`config.mk`:
```
export PLATFORM = sky130hd
export DESIGN_NAME = hkcp_parser
export DESIGN_NICKNAME = d
export VERILOG_FILES = /design/src/core/hkcp_parser.v
export VERILOG_INCLUDE_DIRS = /design/src /design/src/core
export SDC_FILE = /design/constraint.sdc
export NUM_CORES = 1
export LEC_CHECK = 0
export ABC_AREA = 1
export BUFFER_PORTS_ARGS = -buffer_cell sky130_fd_sc_hd__buf_2
export CAP_MARGIN = 20
export CORE_UTILIZATION = 45
export CTS_CLUSTER_DIAMETER = 30
export DETAILED_ROUTE_END_ITERATION = 10
export GPL_TIMING_DRIVEN = 0
export PLACE_DENSITY = 0.67
export SLEW_MARGIN = 20
export SYNTH_ARGS = -nofsm -noshare
export SYNTH_HDL_FRONTEND = slang
export SYNTH_SLANG_ARGS = --single-unit
export TNS_END_PERCENT = 20
```
`constraint.sdc`:
```
create_clock -name I_SYS_CLK -period 1.95 [get_ports I_SYS_CLK]
set_clock_uncertainty 0.2 [all_clocks]
set_input_delay 0.4875 -clock I_SYS_CLK [delete_from_list [all_inputs] [get_ports I_SYS_CLK]]
set_output_delay 0.4875 -clock I_SYS_CLK [all_outputs]
set_load 0.01 [all_outputs]
```
`src/core/hkcp_defs.vh`:
```
// constants for the host key command parser
`ifndef HKCP_DEFS_VH
`define HKCP_DEFS_VH

// framing and control characters
`define HKCP_CHR_ESC        8'h1B
`define HKCP_CHR_CR         8'h0D
`define HKCP_CHR_CTRL_B     8'h02
`define HKCP_CHR_CTRL_P     8'h10
`define HKCP_CHR_ZERO       8'h30
`define HKCP_CHR_NINE       8'h39

// class letters
`define HKCP_CLS_KEY        8'h54
`define HKCP_CLS_OUT        8'h41
`define HKCP_CLS_SPC        8'h53

// four-digit codes, held as bcd
`define HKCP_CODE_CANCEL    16'h0100
`define HKCP_CODE_CONFIRM   16'h0104
`define HKCP_CODE_AXIS1     16'h0109
`define HKCP_CODE_AXIS2     16'h0110
`define HKCP_CODE_AXIS3     16'h0111
`define HKCP_CODE_LEFT      16'h0135
`define HKCP_CODE_RIGHT     16'h0136
`define HKCP_CODE_UP        16'h0137
`define HKCP_CODE_DOWN      16'h0138
`define HKCP_CODE_MENU      16'h0140
`define HKCP_CODE_UNIT      16'h0141
`define HKCP_CODE_ABSINC    16'h0142
`define HKCP_CODE_DIARAD    16'h0143
`define HKCP_CODE_HELP      16'h0144
`define HKCP_CODE_REFMARK   16'h0145
`define HKCP_CODE_OUT_ID    16'h0000
`define HKCP_CODE_OUT_POS   16'h0200
`define HKCP_CODE_SPC_RST   16'h0000
`define HKCP_CODE_SPC_LOCK  16'h0001
`define HKCP_CODE_SPC_FREE  16'h0002

// key identifiers on the key event port
`define HKCP_KEY_CANCEL     4'h0
`define HKCP_KEY_CONFIRM    4'h1
`define HKCP_KEY_AXIS1      4'h2
`define HKCP_KEY_AXIS2      4'h3
`define HKCP_KEY_AXIS3      4'h4
`define HKCP_KEY_LEFT       4'h5
`define HKCP_KEY_RIGHT      4'h6
`define HKCP_KEY_UP         4'h7
`define HKCP_KEY_DOWN       4'h8
`define HKCP_KEY_MENU       4'h9
`define HKCP_KEY_UNIT       4'hA
`define HKCP_KEY_ABSINC     4'hB
`define HKCP_KEY_DIARAD     4'hC
`define HKCP_KEY_HELP       4'hD
`define HKCP_KEY_REFMARK    4'hE

// frame shape and reset values
`define HKCP_CODE_DIGITS    3'h4
`define HKCP_LOCK_RESET     1'b0

`endif

```
`src/core/hkcp_parser.v`:
```
// host key command parser: frame decoder, key emulation and keypad lock
`timescale 1ns/10ps
`include "hkcp_defs.vh"

// Function
// - commands arrive as bytes from the usb data receiver on the rx port.
// - esc T code cr emulates the key that the code selects.
// - esc A code cr requests output of device identification or position values.
// - esc S code cr is a special-function command.
// - ctrl-b requests transmission of the current position.
// - ctrl-p requests transmission of a screen capture.
// - key 0100 is cancel, key 0104 is confirm.
// - keys 0109, 0110, 0111 are axis keys one, two, three.
// - keys 0135 and 0136 are left and right arrows.
// - keys 0137 and 0138 are up and down arrows.
// - key 0140 is menu, 0141 is the unit system toggle.
// - key 0142 toggles abs/inc, 0143 toggles diameter/radius.
// - key 0144 invokes help.
// - key 0145 enables reference mark evaluation.
// - output code 0000 sends device identification.
// - output code 0200 sends actual position values.
// - special code 0000 resets the device.
// - special code 0001 locks the physical keypad.
// - special code 0002 releases the physical keypad.
// - an axis zero key zeroes that axis at the present position.
module hkcp_parser (
  input  wire        I_SYS_CLK,
  input  wire        I_SYS_RST,
  input  wire        I_CE,
  input  wire [7:0]  I_RX_DATA,
  input  wire        I_RX_VALID,
  input  wire        I_PAD_STB,
  input  wire [3:0]  I_PAD_KEY_ID,
  output wire        O_KEY_STB,
  output wire [3:0]  O_KEY_ID,
  output wire        O_KEY_FROM_HOST,
  output wire [2:0]  O_AXIS_ZERO,
  output wire        O_SEND_ID,
  output wire        O_SEND_ACT_POS,
  output wire        O_SEND_CUR_POS,
  output wire        O_SEND_SCREEN,
  output wire        O_DEVICE_RESET,
  output wire        O_KEYPAD_LOCKED,
  output wire        O_FRAME_DROP
);

  ////////////////////////////////////////////////////////////////////////////
  // states
  localparam [1:0] ST_IDLE  = 2'b00;
  localparam [1:0] ST_CLASS = 2'b01;
  localparam [1:0] ST_CODE  = 2'b10;
  localparam [1:0] ST_END   = 2'b11;

  localparam [1:0] CLS_KEY  = 2'b00;
  localparam [1:0] CLS_OUT  = 2'b01;
  localparam [1:0] CLS_SPC  = 2'b10;

  ////////////////////////////////////////////////////////////////////////////
  // key code lookup: {hit, key id}
  function [4:0] key_lookup;
    input [15:0] code;
    begin
      case (code)
        `HKCP_CODE_CANCEL:  key_lookup = {1'b1, `HKCP_KEY_CANCEL};
        `HKCP_CODE_CONFIRM: key_lookup = {1'b1, `HKCP_KEY_CONFIRM};
        `HKCP_CODE_AXIS1:   key_lookup = {1'b1, `HKCP_KEY_AXIS1};
        `HKCP_CODE_AXIS2:   key_lookup = {1'b1, `HKCP_KEY_AXIS2};
        `HKCP_CODE_AXIS3:   key_lookup = {1'b1, `HKCP_KEY_AXIS3};
        `HKCP_CODE_LEFT:    key_lookup = {1'b1, `HKCP_KEY_LEFT};
        `HKCP_CODE_RIGHT:   key_lookup = {1'b1, `HKCP_KEY_RIGHT};
        `HKCP_CODE_UP:      key_lookup = {1'b1, `HKCP_KEY_UP};
        `HKCP_CODE_DOWN:    key_lookup = {1'b1, `HKCP_KEY_DOWN};
        `HKCP_CODE_MENU:    key_lookup = {1'b1, `HKCP_KEY_MENU};
        `HKCP_CODE_UNIT:    key_lookup = {1'b1, `HKCP_KEY_UNIT};
        `HKCP_CODE_ABSINC:  key_lookup = {1'b1, `HKCP_KEY_ABSINC};
        `HKCP_CODE_DIARAD:  key_lookup = {1'b1, `HKCP_KEY_DIARAD};
        `HKCP_CODE_HELP:    key_lookup = {1'b1, `HKCP_KEY_HELP};
        `HKCP_CODE_REFMARK: key_lookup = {1'b1, `HKCP_KEY_REFMARK};
        default:            key_lookup = 5'h00;
      endcase
    end
  endfunction

  // axis key id to one-hot zero request
  function [2:0] axis_onehot;
    input [3:0] id;
    begin
      case (id)
        `HKCP_KEY_AXIS1: axis_onehot = 3'h1;
        `HKCP_KEY_AXIS2: axis_onehot = 3'h2;
        `HKCP_KEY_AXIS3: axis_onehot = 3'h4;
        default:         axis_onehot = 3'h0;
      endcase
    end
  endfunction

  ////////////////////////////////////////////////////////////////////////////
  // registers
  reg  [1:0]  state_q;
  reg  [1:0]  state_d;
  reg  [1:0]  cls_q;
  reg  [1:0]  cls_d;
  reg  [15:0] code_q;
  reg  [15:0] code_d;
  reg  [2:0]  cnt_q;
  reg  [2:0]  cnt_d;
  reg         lock_q;
  reg         lock_d;
  reg         key_stb_q;
  reg         key_stb_d;
  reg  [3:0]  key_id_q;
  reg  [3:0]  key_id_d;
  reg         key_host_q;
  reg         key_host_d;
  reg  [2:0]  axis_zero_q;
  reg  [2:0]  axis_zero_d;
  reg         send_id_q;
  reg         send_id_d;
  reg         send_act_q;
  reg         send_act_d;
  reg         send_cur_q;
  reg         send_cur_d;
  reg         send_scr_q;
  reg         send_scr_d;
  reg         dev_rst_q;
  reg         dev_rst_d;
  reg         drop_q;
  reg         drop_d;

  reg  [4:0]  lookup;
  reg         is_digit;
  reg         host_key;
  reg  [3:0]  host_id;

  ////////////////////////////////////////////////////////////////////////////
  // frame parser
  always @* begin
    state_d     = state_q;
    cls_d       = cls_q;
    code_d      = code_q;
    cnt_d       = cnt_q;
    lock_d      = lock_q;
    send_id_d   = 1'b0;
    send_act_d  = 1'b0;
    send_cur_d  = 1'b0;
    send_scr_d  = 1'b0;
    dev_rst_d   = 1'b0;
    drop_d      = 1'b0;
    host_key    = 1'b0;
    host_id     = 4'h0;
    lookup      = key_lookup(code_q);
    is_digit    = (I_RX_DATA >= `HKCP_CHR_ZERO) && (I_RX_DATA <= `HKCP_CHR_NINE);

    if (I_RX_VALID) begin
      if (I_RX_DATA == `HKCP_CHR_ESC) begin
        // a new escape always restarts, abandoning a partial frame
        drop_d  = (state_q != ST_IDLE);
        state_d = ST_CLASS;
        cnt_d   = 3'h0;
        code_d  = 16'h0000;
      end else if (I_RX_DATA == `HKCP_CHR_CTRL_B) begin
        send_cur_d = 1'b1;
        drop_d     = (state_q != ST_IDLE);
        state_d    = ST_IDLE;
      end else if (I_RX_DATA == `HKCP_CHR_CTRL_P) begin
        send_scr_d = 1'b1;
        drop_d     = (state_q != ST_IDLE);
        state_d    = ST_IDLE;
      end else begin
        case (state_q)
          ST_IDLE: begin
            state_d = ST_IDLE;
          end
          ST_CLASS: begin
            if (I_RX_DATA == `HKCP_CLS_KEY) begin
              cls_d   = CLS_KEY;
              state_d = ST_CODE;
            end else if (I_RX_DATA == `HKCP_CLS_OUT) begin
              cls_d   = CLS_OUT;
              state_d = ST_CODE;
            end else if (I_RX_DATA == `HKCP_CLS_SPC) begin
              cls_d   = CLS_SPC;
              state_d = ST_CODE;
            end else begin
              drop_d  = 1'b1;
              state_d = ST_IDLE;
            end
          end
          ST_CODE: begin
            if (is_digit) begin
              code_d = {code_q[11:0], I_RX_DATA[3:0]};
              cnt_d  = cnt_q + 3'h1;
              if (cnt_q == `HKCP_CODE_DIGITS - 3'h1) begin
                state_d = ST_END;
              end
            end else begin
              drop_d  = 1'b1;
              state_d = ST_IDLE;
            end
          end
          ST_END: begin
            state_d = ST_IDLE;
            if (I_RX_DATA != `HKCP_CHR_CR) begin
              drop_d = 1'b1;
            end else begin
              case (cls_q)
                CLS_KEY: begin
                  host_key = lookup[4];
                  host_id  = lookup[3:0];
                  drop_d   = ~lookup[4];
                end
                CLS_OUT: begin
                  if (code_q == `HKCP_CODE_OUT_ID) begin
                    send_id_d = 1'b1;
                  end else if (code_q == `HKCP_CODE_OUT_POS) begin
                    send_act_d = 1'b1;
                  end else begin
                    drop_d = 1'b1;
                  end
                end
                CLS_SPC: begin
                  if (code_q == `HKCP_CODE_SPC_RST) begin
                    dev_rst_d = 1'b1;
                    lock_d    = `HKCP_LOCK_RESET;
                  end else if (code_q == `HKCP_CODE_SPC_LOCK) begin
                    lock_d = 1'b1;
                  end else if (code_q == `HKCP_CODE_SPC_FREE) begin
                    lock_d = 1'b0;
                  end else begin
                    drop_d = 1'b1;
                  end
                end
                default: begin
                  drop_d = 1'b1;
                end
              endcase
            end
          end
          default: begin
            state_d = ST_IDLE;
          end
        endcase
      end
    end
  end

  ////////////////////////////////////////////////////////////////////////////
  // key event merge
  // host key wins a same-cycle clash; the physical press is lost, which is
  // acceptable since the scanner repeats held keys
  always @* begin
    key_stb_d   = 1'b0;
    key_id_d    = key_id_q;
    key_host_d  = key_host_q;
    axis_zero_d = 3'h0;
    if (host_key) begin
      key_stb_d   = 1'b1;
      key_id_d    = host_id;
      key_host_d  = 1'b1;
      axis_zero_d = axis_onehot(host_id);
    end else if (I_PAD_STB && !lock_q) begin
      key_stb_d   = 1'b1;
      key_id_d    = I_PAD_KEY_ID;
      key_host_d  = 1'b0;
      axis_zero_d = axis_onehot(I_PAD_KEY_ID);
    end
  end

  ////////////////////////////////////////////////////////////////////////////
  // state update
  always @(posedge I_SYS_CLK) begin
    if (I_SYS_RST) begin
      state_q     <= ST_IDLE;
      cls_q       <= CLS_KEY;
      code_q      <= 16'h0000;
      cnt_q       <= 3'h0;
      lock_q      <= `HKCP_LOCK_RESET;
      key_stb_q   <= 1'b0;
      key_id_q    <= 4'h0;
      key_host_q  <= 1'b0;
      axis_zero_q <= 3'h0;
      send_id_q   <= 1'b0;
      send_act_q  <= 1'b0;
      send_cur_q  <= 1'b0;
      send_scr_q  <= 1'b0;
      dev_rst_q   <= 1'b0;
      drop_q      <= 1'b0;
    end else if (I_CE) begin
      state_q     <= state_d;
      cls_q       <= cls_d;
      code_q      <= code_d;
      cnt_q       <= cnt_d;
      lock_q      <= lock_d;
      key_stb_q   <= key_stb_d;
      key_id_q    <= key_id_d;
      key_host_q  <= key_host_d;
      axis_zero_q <= axis_zero_d;
      send_id_q   <= send_id_d;
      send_act_q  <= send_act_d;
      send_cur_q  <= send_cur_d;
      send_scr_q  <= send_scr_d;
      dev_rst_q   <= dev_rst_d;
      drop_q      <= drop_d;
    end
  end

  ////////////////////////////////////////////////////////////////////////////
  // outputs
  assign O_KEY_STB       = key_stb_q;
  assign O_KEY_ID        = key_id_q;
  assign O_KEY_FROM_HOST = key_host_q;
  assign O_AXIS_ZERO     = axis_zero_q;
  assign O_SEND_ID       = send_id_q;
  assign O_SEND_ACT_POS  = send_act_q;
  assign O_SEND_CUR_POS  = send_cur_q;
  assign O_SEND_SCREEN   = send_scr_q;
  assign O_DEVICE_RESET  = dev_rst_q;
  assign O_KEYPAD_LOCKED = lock_q;
  assign O_FRAME_DROP    = drop_q;

endmodule

```
# Word-level counts from Yosys, hierarchy flattened
# Cells that the tools add are included.
[totals]
elab_cells = 178
ff_bits = 39
inputBits = 17
output_inout_bits = 16
[classes]
muxes = 97
n_addsub = 1
n_bitwise = 5
magnitude_cmp = 2
reduce_logical = 18
n_eq_ne = 40
[ops]
columns = ["operator", "n"]
rows = [
  ["equality test 16 x 9 -> 1 bit, second input constant", 15],
  ["2-to-1 mux 16 bit", 5],
  ["case mux 5 bit (15 select lines)", 1],
  ["2-to-1 mux 1 bit", 59],
  ["2-to-1 mux 4 bit", 9],
  ["equality test 8 x 7 -> 1 bit, second input constant", 3],
  ["2-to-1 mux 2 bit", 11],
  ["2-to-1 mux 3 bit", 7],
  ["case mux 3 bit (3 select lines)", 2],
  ["equality test 16 x 1 -> 1 bit, second input constant", 1],
  ["equality test 16 x 10 -> 1 bit, second input constant", 1],
  ["equality test 16 x 2 -> 1 bit, second input constant", 1],
  ["equality test 4 x 2 -> 1 bit, second input constant", 4],
  ["equality test 8 x 5 -> 1 bit, second input constant", 2],
  ["logical NOT 16 bit", 1],
  ["AND reduction 9 bit", 1],
  ["equality test 4 x 3 -> 1 bit, second input constant", 2],
  ["equality test 8 x 2 -> 1 bit, second input constant", 1],
  ["greater-or-equal comparator 8 x 6 -> 1 bit, second input constant", 1],
  ["less-or-equal comparator 8 x 6 -> 1 bit, second input constant", 1],
  ["inequality test 8 x 4 -> 1 bit, second input constant", 1],
  ["nonzero test 2 bit", 4],
  ["AND reduction 7 bit", 1],
  ["equality test 2 bit, second input constant", 3],
  ["16 further kinds", 26],
]

# Depth between registers and ports, before layout
[depth]
word_depth = 12
depth_mapped = 16
depth_no_buf = 15

# Least setup slack after synthesis
# OpenSTA, ideal clock, no wires.
[synth_timing]
path_kind = "input to register"
from = "in I_RX_DATA[1]"
to = "reg key_id_q[0], in the netlist O_KEY_ID[0]"
required_ns = 1.634
path_slack_ns = -0.009
n_path_buf = 0
setup_time_ns = 0.116
stages = 10
t_arrival_ns = 1.644
cell_sequence = "inv_1 nand2_2 nor4_4 nand3_2 nor2_4 nand3_4 nand2_4 inv_2 nor2_1 nor2_1"
[synth_via]
elab_chain_cells = 9
elab_cells_between_ends = 19
cone_classes = "eq/ne (4); mux (13); reduce/logical (2)"
[synth_rtl]
columns = ["item", "line_no", "source"]
rows = [
  ["start: declaration", "hkcp_parser.v:30", "input wire [7:0] I_RX_DATA,"],
  ["inequality test 8 x 4 -> 1 bit (no line)", "n/a", ""],
  ["2-to-1 mux 1 bit", "hkcp_parser.v:203", "if (I_RX_DATA != `HKCP_CHR_CR) begin"],
  ["2-to-1 mux 1 bit", "hkcp_parser.v:170", "case (state_q)"],
  ["2-to-1 mux 1 bit", "hkcp_parser.v:165", "end else if (I_RX_DATA == `HKCP_CHR_CTRL_P) begin"],
  ["2-to-1 mux 1 bit", "hkcp_parser.v:161", "end else if (I_RX_DATA == `HKCP_CHR_CTRL_B) begin"],
  ["2-to-1 mux 1 bit", "hkcp_parser.v:155", "if (I_RX_DATA == `HKCP_CHR_ESC) begin"],
  ["2-to-1 mux 1 bit", "hkcp_parser.v:154", "if (I_RX_VALID) begin"],
  ["nonzero test 2 bit (no line)", "n/a", ""],
  ["AND reduction 2 bit (no line)", "n/a", ""],
  ["end signal: assignment", "hkcp_parser.v:295", "key_id_q <= key_id_d;"],
  ["end: declaration", "hkcp_parser.v:111", "reg [3:0] key_id_q;"],
]
# Several ways; a longest one is shown, not always the timed one.
# A chain may end at the register's enable or synchronous reset.

# Worst setup path in the final report
[layout_timing]
from = "reg code_q[11]"
to = "reg key_id_q[1], in the netlist O_KEY_ID[1]"
[layout_via]
elab_chain_cells = 11
elab_cells_between_ends = 33
cone_classes = "eq/ne (15); mux (16); reduce/logical (2)"
[layout_rtl]
columns = ["item", "line_no", "source"]
rows = [
  ["start: declaration", "hkcp_parser.v:103", "reg [15:0] code_q;"],
  ["start signal: assignment", "hkcp_parser.v:291", "code_q <= code_d;"],
  ["equality test 16 x 9 -> 1 bit", "hkcp_parser.v:63", "case (code)"],
  ["case mux 5 bit (15 select lines) (*)", "hkcp_parser.v:63", ""],
  ["2-to-1 mux 1 bit", "hkcp_parser.v:206", "case (cls_q)"],
  ["2-to-1 mux 1 bit", "hkcp_parser.v:203", ""],
  ["2-to-1 mux 1 bit", "hkcp_parser.v:170", ""],
  ["2-to-1 mux 1 bit", "hkcp_parser.v:165", ""],
  ["2-to-1 mux 1 bit", "hkcp_parser.v:161", ""],
  ["2-to-1 mux 1 bit", "hkcp_parser.v:155", ""],
  ["2-to-1 mux 1 bit", "hkcp_parser.v:154", ""],
  ["nonzero test 2 bit (no line)", "n/a", ""],
  ["AND reduction 2 bit (no line)", "n/a", ""],
]
# Every way passes the cells marked *; elsewhere a longest branch is shown, timed or not.

==> impl_metrics.env <==
export IMPL_reg2reg_depth=13
export IMPL_clkTransAtPathRegs_ns=0.09
export IMPL_coreArea_um2=5200
export IMPL_maxClockFrequency_mhz=495
export IMPL_grt_antenna_before_repair=0
export IMPL_hold_viol=0
export IMPL_drtIter0Drc=131
export IMPL_gp_congestion=0.850
export IMPL_synth_edf_count=0
export IMPL_ios=33
export IMPL_cp_max_fo=7
export IMPL_p_leak_nw=1.35
export IMPL_power_frac_seq_pct=51.5
export IMPL_gr_total_overflow=0
export IMPL_synth_area_leader_cell="dfxtp_1"
export IMPL_synthArstFlopShare_pct=0
export IMPL_start_kind="register"
export IMPL_diodes=0
export IMPL_synth_area_per_cell_um2=6.27
export IMPL_die_y_um=76.2
export IMPL_syn_inst=395
export IMPL_syn_nets=414
export IMPL_period_needed_ns=2.02
export IMPL_initial_core_util_pct=47.6
export IMPL_r2r_setup_slack_ns=-0.07
export IMPL_cts_tree="done"
export IMPL_io_buffer_count=30
export IMPL_htreeDepth=2
export IMPL_track_usage_pct=21.8
export IMPL_grt_pass1_wl_mm=10.3
export IMPL_worst_pin_slew_ns=0.536
export IMPL_p_switching_mw=0.391
export IMPL_crit_type="reg -> reg"
export IMPL_place_area_um2=2720
export IMPL_critical_path_required_ns=1.94
export IMPL_vias=2605
export IMPL_numCtsBuffers=5
export IMPL_yosysUniqueCellTypes=35
export IMPL_slew_viol_final=0
export IMPL_fillCellCount=507
export IMPL_drcViolationCount=0
export IMPL_slew_headroom_pct=64.3
export IMPL_grt_pass1_vias=2356
export IMPL_cp_arrival_ns=2.01
export IMPL_yosys_warnings=0
export IMPL_min_delay_start="cnt_q[0]$_SDFFE_PP0P_"
export IMPL_end_kind="register"
export IMPL_fin_cells=516
export IMPL_wl_per_cell_um=12.2
export IMPL_sw_frac_of_total_pct=25.1
export IMPL_synth_common_cells="nand2_1, nor2_1, dfxtp_1"
export IMPL_drive_gt1_share_pct=33.9
export IMPL_yosysSeqAreaShare_pct=31.5
export IMPL_rr_endpoint="O_KEY_ID[1]$_SDFFE_PP0P_"
export IMPL_via_per_inst=5.05
export IMPL_worstHoldEndpoint="cnt_q[0]$_SDFFE_PP0P_"
export IMPL_grt_max_degree=13
export IMPL_cap_violations=0
export IMPL_antenna_left=0
export IMPL_cts_sinks=39
export IMPL_wl_mm=6.31
export IMPL_clk_latency_ns=0.30
export IMPL_powerDensity_nw_per_um2=492
export IMPL_die_w_um=76.2
export IMPL_p_int_mw=1.17
export IMPL_whs_path_depth=1
export IMPL_hpwlAfterDp_mm=4.71
export IMPL_cts_root_buffer="clkbuf_8"
export IMPL_fin_area_um2=3170
export IMPL_fp_dieArea_um2=5810
export IMPL_violations="setup timing"
export IMPL_place_inst=495
export IMPL_synth_area_leaders="dfxtp_1, nand2_1, nor2_1"
export IMPL_rsz0062_at_grt="true"
export IMPL_post_route_period_util_pct=104
export IMPL_cts_path_max_buffers=2
export IMPL_firstDrtPassIters=4
export IMPL_hold_path_class="reg -> reg"
export IMPL_final_setup_viol_count=7
export IMPL_ys_ff_latch=39
export IMPL_yosysMostFrequentCell="nand2_1"
export IMPL_outcome="complete, but fails checks"
export IMPL_fin_ws_ns=-0.0713
export IMPL_rr_startpoint="code_q[11]$_SDFFE_PP0P_"
export IMPL_rows=26
export IMPL_synth_area_um2=2480
export IMPL_peakVddDrop_uv=515
export IMPL_syn2layout_area_growth_pct=27.8
export IMPL_nets=464
export IMPL_p_clk_share_pct=39.8
export IMPL_synth_ff_type="dfxtp_1"
export IMPL_synth_top_area_share_pct=31.5
export IMPL_combPwrFrac_pct=8.7
-- cells by family (layout without fill, tap and decap cells) --
logic type / count (synthesis) / in the layout / share of synthesized area (%)
DFF: 39 / 39 / 31.5
AOI/OAI and AO/OA: 61 / 61 / 13.2
adders and majority gates: 2 / 2 / 1.01
buffers and inverters: 50 / 100 / 7.93
and+or+nand+nor: 243 / 244 / 46.3
-- layer usage --
layer / wire, µm / part of all wire (%) / GRT usage, % / vias to the layer above
li1: - / - / - / 1367
met1: 2830 / 45 / 27.2 / 1180
met2: 3150 / 50 / 38.4 / 50
met3: 262 / 4.2 / 4.07 / 8
met4: 65 / 1.0 / 5.77 / 0
met5: 0 / 0 / 0 / -
-- worst max-delay path: stages (launching register included) --
cell	delay, ns
dfxtp_2	0.35
nor2_4	0.16
nand3_4	0.10
nor2_4	0.21
buf_6	0.15
o21ai_2	0.06
nand2_2	0.09
nor2_4	0.04
nand2_4	0.15
nand3_4	0.11
nand2_4	0.12
inv_6	0.05
nor2_2	0.08
nor2_1	0.04
-- power groups by stage --
stage                     Clock, mW  Sequential [mW]  Combinational (mW)
after floorplan                   0            0.833              0.0648
after global placement            0            0.828               0.119
after detailed placement          0            0.829               0.120
after CTS                     0.628            0.810               0.121
after global routing          0.661            0.803               0.152
final                         0.619            0.802               0.136
-- per-stage QoR --
step	TNS [ns]	total power [mW]	util (%)	setup slack (ns)	hold WS (ns)
6_report	-0.336	1.56	60.8	-0.0713	0.262
3_3_place_gp	-9.24	0.947	52.2	-0.394	0.253
3_5_place_dp	-9.59	0.949	52.2	-0.409	0.252
4_1_cts	-0.0400	1.56	54.8	-0.0170	0.262
5_1_grt	-1.33	1.62	60.8	-0.170	0.288
2_1_floorplan	0	0.898	-	0.0156	0.229
-- cells in the final DEF, fill, tap and decap left out, types with 3 or more instances in the layout --
master    synthesis  final
a21oi_1          32     31
inv_2             7      8
clkbuf_8          0      7
nor2_2           10     19
clkbuf_1          4      4
buf_4             1     11
nand3_2           3      3
o21ai_1           7      6
nand3_1          18     16
nor2_1           61     42
nand4_1           6      6
nor2_4            3     13
dfxtp_2           0      3
nand3_4           1      3
o21ai_0          15     13
dfxtp_1          39     30
o21ai_2           2      5
dfxtp_4           0      6
nor4_1            5      4
nand2_1         115    104
nand2_4           3      5
buf_2             4     33
inv_1            33     30
nand2_2           9     18
-- state kept, by name (all words and copies together) (netlist names) --
name,count
O_KEY_ID,4
O_SEND_SCREEN,1
O_SEND_CUR_POS,1
cls_q,2
code_q,16
O_AXIS_ZERO,3
O_SEND_ACT_POS,1
cnt_q,3
O_KEY_FROM_HOST,1
O_DEVICE_RESET,1
O_SEND_ID,1
O_KEYPAD_LOCKED,1
O_KEY_STB,1
state_q,2
O_FRAME_DROP,1
-- final cells by class --
class	count	area, µm²	area share [%]
Multi-Input combinational cell	307	1710	54.0
Sequential cell	39	807	25.5
Timing Repair Buffer	42	241	7.63
Inverter	41	164	5.18
Clock buffer	7	96.3	3.04
Tap cell	70	87.6	2.77
Buffer	9	51.3	1.62
Clock inverter	1	7.51	0.237
-- worst max-delay path by stage --
| stage | from | end | slack, ns | cells after the start |
|---|---|---|---|---|
| global route | code_q[11]$_SDFFE_PP0P_ | O_AXIS_ZERO[1]$_SDFFE_PP0P_ | -0.17 | 12 |
| CTS | I_RX_DATA[1] | O_KEY_ID[0]$_SDFFE_PP0P_ | -0.02 | 11 |
| finish | code_q[11]$_SDFFE_PP0P_ | O_KEY_ID[1]$_SDFFE_PP0P_ | -0.07 | 13 |
| global placement | I_RX_DATA[2] | cls_q[0]$_SDFFE_PP0P_ | -0.39 | 9 |
| detailed placement | I_RX_DATA[6] | code_q[13]$_SDFFE_PP0P_ | -0.41 | 11 |
| floorplan | I_RX_DATA[1] | O_KEY_ID[0]$_SDFFE_PP0P_ | 0.02 | 10 |
-- what timing repair did --
item | CTS | global route
endpoints found under the setup margin | 21 | 25
endpoints found under the hold margin | 0 | 0
setup buffers | 0 | 11
gates resized for setup | 12 | 71
pin swaps | 0 | 23
cloned | 0 | 2
hold buffers | 0 | 0
Power figures use the tool's default switching activity.
